`config.mk`:
```
export PLATFORM = sky130hd
export DESIGN_NAME = tpp_timer
export DESIGN_NICKNAME = d
export VERILOG_FILES = /design/src/verilog/tpp_pkg.sv /design/src/verilog/tpp_out_channel.sv /design/src/verilog/tpp_timer.sv
export SDC_FILE = /design/constraint.sdc
export NUM_CORES = 1
export LEC_CHECK = 0
export BUFFER_PORTS_ARGS = -buffer_cell sky130_fd_sc_hd__buf_2
export CAP_MARGIN = 40
export CORE_MARGIN = 2
export CORE_UTILIZATION = 56
export CTS_CLUSTER_SIZE = 28
export DETAILED_ROUTE_END_ITERATION = 8
export PLACE_DENSITY = 0.77
export SKIP_CTS_REPAIR_TIMING = 1
export SLEW_MARGIN = 10
export SYNTH_ARGS = -nofsm -noshare
export SYNTH_HDL_FRONTEND = slang
export SYNTH_SLANG_ARGS = --single-unit
```
`constraint.sdc`:
```
create_clock -name ref_clk -period 3.2 [get_ports ref_clk]
set_input_delay 0.64 -clock ref_clk [delete_from_list [all_inputs] [get_ports ref_clk]]
set_output_delay 0.64 -clock ref_clk [all_outputs]
set_load 0.02 [all_outputs]
```
`src/verilog/tpp_pkg.sv`:
```
package tpp_pkg;
   // register map, byte-free word indices on the plain register port
   localparam logic [3:0] ADDR_TIMER_CONTROL = 4'h0;
   localparam logic [3:0] ADDR_CAPTURE_COMPARE_CONTROL = 4'h1;
   localparam logic [3:0] ADDR_OUTPUT_CONTROL_REG = 4'h2;
   localparam logic [3:0] ADDR_PRESCALE_SELECT = 4'h3;
   localparam logic [3:0] ADDR_COMPARE_A = 4'h4;
   localparam logic [3:0] ADDR_COMPARE_B = 4'h5;
   localparam logic [3:0] ADDR_TIMER_COUNT_VALUE = 4'h6;
   localparam logic [3:0] ADDR_MATCH_FLAGS = 4'h7;

   // timer_control fields
   localparam int TC_COUNT_ENABLE_POS = 0;
   localparam int TC_WIDTH_SELECT_POS = 1;
   localparam int TC_COMMAND_MODE_POS = 2;
   // capture_compare_control fields
   localparam int CC_MODE_LSB = 0;
   localparam int CC_CLEAR_B_POS = 2;
   localparam int CC_CLEAR_CAPTURE_POS = 3;
   // output_control_reg fields
   localparam int OC_ENABLE_A_POS = 0;
   localparam int OC_POLARITY_A_POS = 1;
   localparam int OC_ENABLE_B_POS = 2;
   localparam int OC_POLARITY_B_POS = 3;
   // match flag fields
   localparam int MF_A_POS = 0;
   localparam int MF_B_POS = 1;

   localparam logic [15:0] COUNT_RESET = 16'h0000;
   localparam logic [15:0] COMPARE_RESET = 16'hFFFF;
   localparam logic [7:0] CONTROL_RESET = 8'h00;
   localparam logic [3:0] PRESCALE_RESET = 4'h0;
   localparam logic [15:0] WRAP_NARROW = 16'h00FF;
   localparam logic [15:0] WRAP_WIDE = 16'hFFFF;
   localparam logic [3:0] PRESCALE_MAX_SELECT = 4'h8;
   // divide by 4 at select 0, doubling up to 1024 at select 8
   localparam int PRESCALE_BASE_SHIFT = 2;
   localparam int PRESCALE_WIDTH = 10;

   typedef enum logic [1:0]
   {
      MODE_TOGGLE = 2'b00,
      MODE_PWM_B = 2'b01,
      MODE_PWM = 2'b10,
      MODE_PPG = 2'b11
   } tpp_mode_type;
endpackage

```
`src/verilog/tpp_out_channel.sv`:
```
`timescale 1ns/10ps
// one output pin: one compare-match level change per period, forced levels when idle
module tpp_out_channel
   import tpp_pkg::*;
(
   input wire logic ref_clk,
   input wire logic reset,
   input wire logic wave_mode,
   input wire logic running,
   input wire logic period_start,
   input wire logic end_match,
   input wire logic early_full,
   input wire logic output_enable_bit,
   input wire logic output_polarity_bit,
   output logic pin_level
);
   logic pulse_on;
   logic fired;
   logic next_pulse_on;
   logic next_fired;
   logic next_pin_level;

   always_comb
   begin
      next_pulse_on = pulse_on;
      next_fired = fired;
      if (period_start)
      begin
         next_pulse_on = 1'b1;
         next_fired = 1'b0;
      end
      else if (early_full)
      begin
         next_fired = 1'b1; // compare moved below count: stay active
      end
      else if (end_match && !fired)
      begin
         next_pulse_on = 1'b0;
         next_fired = 1'b1; // later matches this period are ignored
      end
      if (!output_enable_bit)
      begin
         next_pin_level = ~output_polarity_bit;
      end
      else if (wave_mode && !running)
      begin
         next_pin_level = output_polarity_bit; // halted: active level
      end
      else if (wave_mode)
      begin
         next_pin_level = next_pulse_on ? output_polarity_bit : ~output_polarity_bit;
      end
      else
      begin
         next_pin_level = pin_level;
      end
   end

   always_ff @(posedge ref_clk or posedge reset)
   begin
      if (reset)
      begin
         pulse_on <= 1'b0;
         fired <= 1'b0;
         pin_level <= 1'b1;
      end
      else
      begin
         pulse_on <= next_pulse_on;
         fired <= next_fired;
         pin_level <= next_pin_level;
      end
   end
endmodule

```
`src/verilog/tpp_timer.sv`:
```
// The plain strobed port and the register addresses were left to the implementer.
`timescale 1ns/10ps
// How it works
// - PWM period is one full count; output a width from compare_a, b from compare_b.
// - 8-bit width: period 256 count clocks, width equals compare value.
// - 16-bit width: period 65536 count clocks, width equals compare value.
// - count clock is ref_clk divided by 4 up to 1024 in powers of two.
// - each output changes on its compare match at most once per period.
// - compare written below current count gives 100% duty for that period.
// - halting the counter drives the active level on output a in PWM and PROGRAMMABLE_PULSE_MODE, on b in the PWM modes.
// - disabled output drives the inverse of its polarity bit.
// - PROGRAMMABLE_PULSE_MODE: period from compare_b, width from compare_a, output a only.
// - PROGRAMMABLE_PULSE_MODE period is compare_b plus one, width compare_a; software keeps 1..compare_b.
// - counter clears after the compare_b match in PROGRAMMABLE_PULSE_MODE when that clear option is selected.
// - enable bit lets output follow mode; clearing it forces a fixed level.
// - disabled level is high for polarity zero, low for polarity one.
module tpp_timer
   import tpp_pkg::*;
(
   input wire logic ref_clk,
   input wire logic reset,
   input wire logic [3:0] reg_addr,
   input wire logic [15:0] reg_wdata,
   input wire logic reg_write,
   input wire logic reg_read,
   output logic [15:0] reg_rdata,
   output logic timer_output_a,
   output logic timer_output_b,
   output logic match_a_irq,
   output logic match_b_irq
);
   logic [7:0] timer_control;
   logic [7:0] capture_compare_control;
   logic [7:0] output_control_reg;
   logic [3:0] prescale_select;
   logic [15:0] compare_a;
   logic [15:0] compare_b;
   logic [15:0] timer_count_value;
   logic [PRESCALE_WIDTH-1:0] prescale_count;
   logic [7:0] next_timer_control;
   logic [7:0] next_capture_compare_control;
   logic [7:0] next_output_control_reg;
   logic [3:0] next_prescale_select;
   logic [15:0] next_compare_a;
   logic [15:0] next_compare_b;
   logic [15:0] next_timer_count_value;
   logic [PRESCALE_WIDTH-1:0] next_prescale_count;
   logic next_match_a_irq;
   logic next_match_b_irq;
   logic [15:0] next_reg_rdata;

   logic count_enable_bit;
   logic counter_width_select;
   logic clear_on_compare_b;
   logic clear_on_capture;
   tpp_mode_type mode;
   logic [15:0] wrap_value;
   logic [15:0] width_mask;
   logic [PRESCALE_WIDTH-1:0] tick_mask;
   logic count_tick;
   logic hit_a;
   logic hit_b;
   logic at_wrap;
   logic restart;
   logic wave_a;
   logic wave_b;
   logic write_a;
   logic write_b;
   logic early_a;
   logic early_b;
   logic at_compare_b;
   logic [15:0] count_next_tick;
   logic period_start;
   logic write_flags;
   logic [15:0] read_word;

   assign count_enable_bit = timer_control[TC_COUNT_ENABLE_POS];
   assign counter_width_select = timer_control[TC_WIDTH_SELECT_POS];
   assign clear_on_compare_b = capture_compare_control[CC_CLEAR_B_POS];
   assign clear_on_capture = capture_compare_control[CC_CLEAR_CAPTURE_POS];
   assign mode = tpp_mode_type'(capture_compare_control[CC_MODE_LSB +: 2]);
   assign wrap_value = counter_width_select ? WRAP_WIDE : WRAP_NARROW;
   assign width_mask = wrap_value;

   // tick every 2^(select+2) clocks; select above 8 saturates at 1024
   always_comb
   begin
      if (prescale_select > PRESCALE_MAX_SELECT)
      begin
         tick_mask = {PRESCALE_WIDTH{1'b1}};
      end
      else
      begin
         tick_mask = PRESCALE_WIDTH'((11'h001 << (prescale_select + 4'(PRESCALE_BASE_SHIFT))) - 11'h001);
      end
   end
   assign count_tick = count_enable_bit && ((prescale_count & tick_mask) == tick_mask);

   // a width of N count clocks covers counts 0..N-1, so the match lands as the count steps onto N
   assign count_next_tick = (timer_count_value + 16'h0001) & width_mask;
   assign hit_a = count_tick && (count_next_tick == (compare_a & width_mask));
   assign hit_b = count_tick && (count_next_tick == (compare_b & width_mask));
   assign at_wrap = (timer_count_value == wrap_value);
   // the PROGRAMMABLE_PULSE_MODE period runs through compare_b itself, hence compare_b plus one count clocks
   assign at_compare_b = count_tick && (timer_count_value == (compare_b & width_mask));
   // clear on b only in PROGRAMMABLE_PULSE_MODE; other clear sources are outside this block
   assign restart = count_tick && (at_wrap || (at_compare_b && clear_on_compare_b && mode == MODE_PPG));
   // a stopped counter sits at zero, so holding a period start opens the first pulse at once
   assign period_start = restart || !count_enable_bit;

   // PROGRAMMABLE_PULSE_MODE drives output a only; output b keeps its last level there
   assign wave_a = (mode == MODE_PWM) || (mode == MODE_PWM_B && 1'b0) || (mode == MODE_PPG);
   assign wave_b = (mode == MODE_PWM) || (mode == MODE_PWM_B);

   assign write_a = reg_write && reg_addr == ADDR_COMPARE_A;
   assign write_b = reg_write && reg_addr == ADDR_COMPARE_B;
   assign write_flags = reg_write && reg_addr == ADDR_MATCH_FLAGS;
   // new compare already passed in this period: no ending match will come
   assign early_a = write_a && ((reg_wdata & width_mask) < timer_count_value);
   assign early_b = write_b && mode != MODE_PPG && ((reg_wdata & width_mask) < timer_count_value);

   // register group: controls, compares and the read answer
   always_comb
   begin
      next_timer_control = timer_control;
      next_capture_compare_control = capture_compare_control;
      next_output_control_reg = output_control_reg;
      next_prescale_select = prescale_select;
      next_compare_a = compare_a;
      next_compare_b = compare_b;
      next_reg_rdata = 16'h0000;
      if (reg_write)
      begin
         unique case (reg_addr)
            ADDR_TIMER_CONTROL: next_timer_control = reg_wdata[7:0];
            ADDR_CAPTURE_COMPARE_CONTROL: next_capture_compare_control = reg_wdata[7:0];
            ADDR_OUTPUT_CONTROL_REG: next_output_control_reg = reg_wdata[7:0];
            ADDR_PRESCALE_SELECT: next_prescale_select = reg_wdata[3:0];
            ADDR_COMPARE_A: next_compare_a = reg_wdata;
            ADDR_COMPARE_B: next_compare_b = reg_wdata;
            default: ;
         endcase
      end
      if (reg_read)
      begin
         next_reg_rdata = read_word;
      end
   end

   // read mux apart, so the answer is zero outside the cycle after a read
   always_comb
   begin
      unique case (reg_addr)
         ADDR_TIMER_CONTROL: read_word = {8'h00, timer_control};
         ADDR_CAPTURE_COMPARE_CONTROL: read_word = {8'h00, capture_compare_control};
         ADDR_OUTPUT_CONTROL_REG: read_word = {8'h00, output_control_reg};
         ADDR_PRESCALE_SELECT: read_word = {12'h000, prescale_select};
         ADDR_COMPARE_A: read_word = compare_a;
         ADDR_COMPARE_B: read_word = compare_b;
         ADDR_TIMER_COUNT_VALUE: read_word = timer_count_value;
         ADDR_MATCH_FLAGS: read_word = {14'h0000, match_b_irq, match_a_irq};
         default: read_word = 16'h0000;
      endcase
   end

   always_ff @(posedge ref_clk or posedge reset)
   begin
      if (reset)
      begin
         timer_control <= CONTROL_RESET;
         capture_compare_control <= CONTROL_RESET;
         output_control_reg <= CONTROL_RESET;
         prescale_select <= PRESCALE_RESET;
         compare_a <= COMPARE_RESET;
         compare_b <= COMPARE_RESET;
         reg_rdata <= 16'h0000;
      end
      else
      begin
         timer_control <= next_timer_control;
         capture_compare_control <= next_capture_compare_control;
         output_control_reg <= next_output_control_reg;
         prescale_select <= next_prescale_select;
         compare_a <= next_compare_a;
         compare_b <= next_compare_b;
         reg_rdata <= next_reg_rdata;
      end
   end

   // flag group: write one to clear
   always_comb
   begin
      next_match_a_irq = match_a_irq;
      next_match_b_irq = match_b_irq;
      if (write_flags && reg_wdata[MF_A_POS])
      begin
         next_match_a_irq = 1'b0;
      end
      if (write_flags && reg_wdata[MF_B_POS])
      begin
         next_match_b_irq = 1'b0;
      end
      // set beats clear in the same cycle, so no match is lost
      if (hit_a)
      begin
         next_match_a_irq = 1'b1;
      end
      if (hit_b)
      begin
         next_match_b_irq = 1'b1;
      end
   end

   always_ff @(posedge ref_clk or posedge reset)
   begin
      if (reset)
      begin
         match_a_irq <= 1'b0;
         match_b_irq <= 1'b0;
      end
      else
      begin
         match_a_irq <= next_match_a_irq;
         match_b_irq <= next_match_b_irq;
      end
   end

   // counter group: prescaler and count clear while stopped, so a start is in phase
   always_comb
   begin
      next_prescale_count = prescale_count;
      next_timer_count_value = timer_count_value;
      if (!count_enable_bit)
      begin
         next_prescale_count = '0;
         next_timer_count_value = COUNT_RESET;
      end
      else
      begin
         next_prescale_count = prescale_count + 1'b1;
         if (restart)
         begin
            next_timer_count_value = COUNT_RESET;
         end
         else if (count_tick)
         begin
            next_timer_count_value = timer_count_value + 16'h0001;
         end
      end
   end

   always_ff @(posedge ref_clk or posedge reset)
   begin
      if (reset)
      begin
         timer_count_value <= COUNT_RESET;
         prescale_count <= '0;
      end
      else
      begin
         timer_count_value <= next_timer_count_value;
         prescale_count <= next_prescale_count;
      end
   end

   // a: ends at compare_a in PWM and PROGRAMMABLE_PULSE_MODE
   tpp_out_channel chan_a
   (
      .ref_clk(ref_clk),
      .reset(reset),
      .wave_mode(wave_a),
      .running(count_enable_bit),
      .period_start(period_start),
      .end_match(hit_a),
      .early_full(early_a),
      .output_enable_bit(output_control_reg[OC_ENABLE_A_POS]),
      .output_polarity_bit(output_control_reg[OC_POLARITY_A_POS]),
      .pin_level(timer_output_a)
   );

   // b: ends at compare_b in PWM modes
   tpp_out_channel chan_b
   (
      .ref_clk(ref_clk),
      .reset(reset),
      .wave_mode(wave_b),
      .running(count_enable_bit),
      .period_start(period_start),
      .end_match(hit_b),
      .early_full(early_b),
      .output_enable_bit(output_control_reg[OC_ENABLE_B_POS]),
      .output_polarity_bit(output_control_reg[OC_POLARITY_B_POS]),
      .pin_level(timer_output_b)
   );

   // toggle mode, capture and command mode are not built here
   logic unused_bits;
   assign unused_bits = clear_on_capture ^ timer_control[TC_COMMAND_MODE_POS];
endmodule

```
; Word level (Yosys, flattened, before mapping)
; Cells that the tools add are included.
[totals]
register_bits = 110
inputBits = 24
output_inout_bits = 20
elab_cells = 119
[classes]
add_sub_neg = 4
order_cmp = 2
eq_ne = 19
n_shift = 1
muxes = 32
n_bitwise = 7
reduce_logical = 37
[op_table]
columns = operator, n
row1 = $pmux W16 S8, 1
row2 = $mux W16, 5
row3 = $and A16 B16 Y16, 4
row4 = $eq A16 B16 Y1, 4
row5 = $mux W1, 24
row6 = $mux W10, 2
row7 = $logic_and A1 B1 Y1, 19
row8 = $add A16 B1 Y16 const B, 1
row9 = $eq A4 B3 Y1 const B, 4
row10 = $lt A16 B16 Y1, 1
row11 = $reduce_and A2 Y1, 6
row12 = $add A10 B1 Y10 const B, 1
row13 = $and A10 B10 Y10, 1
row14 = $eq A10 B10 Y1, 1
row15 = $shl A1 B4 Y10 const A, 1
row16 = $sub A10 B1 Y10 const B, 1
row17 = $ne A3 B1 Y1 const B, 3
row18 = $eq A4 B2 Y1 const B, 2
row19 = $reduce_bool A3 Y1, 2
row20 = $add A4 B2 Y4 const B, 1
row21 = $eq A2 B2 Y1 const B, 2
row22 = $eq A4 B1 Y1 const B, 1
row23 = $gt A4 B4 Y1 const B, 1
row24 = $logic_not A4 Y1, 1
row25 = 6 further kinds, 13

; Depth between registers and ports, before layout
[depth]
ltp_word = 18
depth_mapped = 14
ltp_nobuf = 13

; Hierarchy
; A second synthesis with hierarchy kept.
[unflattened]
hier_cells = 749
hier_area_um2 = 7171.9
[by_module_without_submodules]
columns = mod, instances, cells_per_inst, area_per_inst_um2, seq_area_each_um2
row1 = tpp_timer, 1, 715, 6849.1, 2642.5
row2 = tpp_out_channel, 2, 17, 161.4, 76.3

; Least setup slack after synthesis
; OpenSTA, ideal clock, no wires.
[synth_timing]
path_type = register to register
from = register prescale_select[1]
to = register chan_a.pin_level
setup_ps = 88
t_arrival_ps = 3052
required_ps = 3112
setup_slack_ps = 60
path_stages_with_launch = 14
n_path_buf = 1
period_less_slack_ps = 3140
path_cell_list = dfrtp_1 ha_1 buf_2 nor2b_1 nand3_1 ha_1 and3b_1 o22ai_1 a31oi_1 nor4b_2 and2_1 a21oi_1 or3_1 or3_1
[synth_via]
elab_chain_cells = 18
elab_cells_between_ends = 23
classes_between = add/sub (2) / order compare (1) / eq/ne (1) / shift (1) / mux (8) / bitwise (1) / reduce/logical (9)
[synth_lines]
columns = item, line_no
row1 = start: declaration, tpp_timer.sv:35  ; logic [3:0] prescale_select;
row2 = start signal: assignment, tpp_timer.sv:183  ; prescale_select <= next_prescale_select;
row3 = $add A4 B2 Y4, tpp_timer.sv:94  ; tick_mask = PRESCALE_WIDTH'((11'h001 << (prescale_select + 4'(PRESCALE_BASE_SHIFT))) - 11'h001);
row4 = $shl A1 B4 Y10, tpp_timer.sv:94
row5 = $sub A10 B1 Y10, tpp_timer.sv:94
row6 = $mux W10 *, tpp_timer.sv:88  ; if (prescale_select > PRESCALE_MAX_SELECT)
row7 = $and A10 B10 Y10, tpp_timer.sv:97  ; assign count_tick = count_enable_bit && ((prescale_count & tick_mask) == tick_mask);
row8 = $eq A10 B10 Y1 *, tpp_timer.sv:97
row9 = $logic_and A1 B1 Y1 *, tpp_timer.sv:97
row10 = $logic_and A1 B1 Y1, tpp_timer.sv:105  ; assign at_compare_b = count_tick && (timer_count_value == (compare_b & width_mask));
row11 = $logic_and A1 B1 Y1 (2 in a row), tpp_timer.sv:107  ; assign restart = count_tick && (at_wrap || (at_compare_b && clear_on_compare_b && mode == MODE_PPG));
row12 = $logic_or A1 B1 Y1, tpp_timer.sv:107
row13 = $logic_and A1 B1 Y1, tpp_timer.sv:107
row14 = $logic_or A1 B1 Y1, tpp_timer.sv:109  ; assign period_start = restart || !count_enable_bit;
row15 = $mux W1 *, tpp_out_channel.sv:27  ; if (period_start)
row16 = $mux W1 *, tpp_out_channel.sv:51  ; next_pin_level = next_pulse_on ? output_polarity_bit : ~output_polarity_bit;
row17 = $mux W1 *, tpp_out_channel.sv:49  ; else if (wave_mode)
row18 = $mux W1 *, tpp_out_channel.sv:45  ; else if (wave_mode && !running)
row19 = $mux W1 *, tpp_out_channel.sv:41  ; if (!output_enable_bit)
row20 = end signal: assignment, tpp_out_channel.sv:71  ; pin_level <= next_pin_level;
row21 = end: declaration, tpp_out_channel.sv:15  ; output logic pin_level
; Mark *: on every way between the ends. The rest lies on a longest branch, timed or not. The select of a mux whose other input is x is not followed.
; A chain may end at the register's enable or synchronous reset.

; Final worst setup path
[layout_timing]
from = register prescale_select[2]
to = register chan_a.pin_level
; Same word-level chain as after synthesis.

==> results_dict.tcl <==
set metrics [dict create \
    grt_use_total 0.295 \
    fmax_mhz 328 \
    synthToLayoutAreaGrowth_pct 13.8 \
    crit_type "flip-flop to flip-flop" \
    ir_worst_vdd_uv 518 \
    crit_required_ns 3.48 \
    p_leak_nw 3.29 \
    worst_slack_ns 0.155 \
    crit_fanout 7 \
    place_area_um2 7460 \
    die_area_um2 13300 \
    antenna_cells 0 \
    drc 0 \
    insertion_delay_ns 0.36 \
    status "finished, final reports clean" \
    gp_congestion 0.955 \
    root_buffer "clkbuf_16" \
    start_util 0.574 \
    reg2reg_depth 14 \
    wl_per_cell_um 20.4 \
    synth.distinct_cells 75 \
    ys_ff_latch 110 \
    overflow 0 \
    cts_tree "built" \
    io_buffers 43 \
    antenna_found_initial 0 \
    layout-drive-gt1-share 0.310 \
    use_met2 0.480 \
    synth-edff-count 0 \
    hp-class "input port to asynchronous set/reset pin" \
    instances_no_fill 914 \
    power_mw 4.40 \
    hold_violations 0 \
    crit_end "chan_a.pin_level$_DFFE_PP1P_" \
    grt_pass1_vias 5879 \
    setup_tns_ns 0 \
    finClkSkew_ns 0.0140 \
    cts-buffers-inserted 9 \
    period_share 0.952 \
    end_kind "flip-flop" \
    r2r-start "prescale_select[2]$_DFFE_PP0P_" \
    finalSetupViolCount 0 \
    hpwl_mm 13.4 \
    fin_nets 786 \
    die-height_um 115 \
    post-place-ws_ns -0.00821 \
    rsz0062_at_grt "false" \
    powerDensity_nw_per_um2 558 \
    grt_busiest_layer "met2" \
    slew_headroom 0.459 \
    maxCapViolCount 0 \
    drv_slew 0 \
    htree_levels 3 \
    startpoint_type "flip-flop" \
    die_x_um 115 \
    drt-pass1-iter-count 5 \
    yosysWarnings 0 \
    avgSynthCellArea_um2 10.1 \
    async_flop_share 1.00 \
    use_met3 0.0611 \
    min_period_ns 3.05 \
    grt_pass1_wl_mm 30.3 \
    antenna_left 0 \
    yosysSeqAreaShare 0.404 \
    fp.coreArea_um2 12100 \
    cts_sinks 110 \
    final_common_cell "dfrtp_1" \
    clk_pin_slew_ns 0.08 \
    vias 5822 \
    drt-initial-drc-count 793 \
    r2r_end "chan_a.pin_level$_DFFE_PP1P_" \
    grt_max_degree 57 \
    num_rows 40 \
    fillers 951 \
    ff2ff_setup_slack_ns 0.15 \
    tightest_slew_ns 0.810 \
    placedCellCount 895 \
    syn-num-nets 730 \
    ios 44 \
    synth_ff_type "dfrtp_1" \
    cts_buffer_depth 2 \
    cp-startpoint "prescale_select[2]$_DFFE_PP0P_" \
    grtUsageMet1 0.399 \
    layout_common_cells "dfrtp_1 (76), mux2_2 (60), nor2_1 (59), buf_2 (44)" \
    syn_inst 685 \
    final_area_um2 7880 \
    cp_data_arrival_time_ns 3.32 \
    wl_mm 18.7 \
    routed_via_density 6.37 \
    syn_area_um2 6920 \
]
-- routing by layer --
metal,part of all wire,vias to the layer above
met5,0,-
met2,0.49,277
li1,-,2631
met4,0.019,0
met3,0.073,42
met1,0.42,2872
-- where the power goes --
part	switching (mW)	leakage [nW]	internal, mW
logic	0.653	1.79	0.607
clock network	0.549	0.153	0.644
registers	0.257	1.35	1.69
total	1.46	3.29	2.94
-- synth_stat cells, types with 10 or more instances --
library cell | number | share of area
a21oi_1 | 24 | 0.017
a222oi_1 | 12 | 0.017
and2_1 | 11 | 0.0099
buf_2 | 15 | 0.011
clkbuf_1 | 17 | 0.0092
dfrtp_1 | 76 | 0.27
dfstp_2 | 34 | 0.13
ha_1 | 21 | 0.038
inv_1 | 23 | 0.012
mux2_2 | 60 | 0.098
nand2_1 | 41 | 0.022
nand3_1 | 22 | 0.016
nor2_1 | 59 | 0.032
nor2b_1 | 10 | 0.0090
nor3_1 | 14 | 0.010
o21ai_0 | 43 | 0.031
o31ai_1 | 10 | 0.011
xnor2_1 | 27 | 0.034
xor2_1 | 18 | 0.023
-- how the worst min path moves through the flow --
| stage | startpoint | endpoint | slack, ns | depth (start not counted) |
|---|---|---|---|---|
| 6_report | reset | capture_compare_control[4]$_DFFE_PP0P_ | 0.42 | 2 |
| 4_1_cts | reset | capture_compare_control[4]$_DFFE_PP0P_ | 0.44 | 2 |
| 2_1_floorplan | prescale_count[0]$_DFF_PP0_ | prescale_count[0]$_DFF_PP0_ | 0.44 | 1 |
| 3_5_place_dp | prescale_count[0]$_DFF_PP0_ | prescale_count[0]$_DFF_PP0_ | 0.47 | 1 |
| 5_1_grt | reset | capture_compare_control[4]$_DFFE_PP0P_ | 0.50 | 2 |
| 3_3_place_gp | prescale_count[0]$_DFF_PP0_ | prescale_count[0]$_DFF_PP0_ | 0.48 | 1 |
-- metrics by stage --
step                hold WS (ns)   util
finish                     0.422  0.653
detailed placement         0.469  0.618
floorplan                  0.438      -
CTS                        0.440  0.644
global placement           0.478  0.618
global route               0.499  0.653
-- critical path: stages, from the launching register on --
cell	delay (ns)
dfrtp_1	0.41
ha_4	0.20
xor2_2	0.17
nor2_1	0.13
nand2_1	0.09
ha_4	0.19
and3b_1	0.19
o22ai_2	0.13
a31oi_1	0.12
nor4b_2	0.29
buf_4	0.17
and2_4	0.14
a21oi_1	0.05
or3_1	0.36
or3_1	0.30
-- final cells by class --
type	instances	area, um^2	share of cell area
well taps	168	210	0.0267
inverters	24	93.8	0.0119
repair buffers	86	548	0.0696
clock buffers	10	239	0.0303
clock inverters	6	77.6	0.00985
multi-input cells	510	3910	0.497
flip-flops and latches	110	2800	0.355
-- cell families after synthesis --
group / share of synthesized area
and+or+nand+nor: 0.171
AOI/OAI and AO/OA: 0.150
muxes: 0.121
DFF: 0.404
adders and majority gates: 0.0379
xor gates and xnor gates: 0.0732
buffers and inverters: 0.0434
(Power assumes the default switching activity.)
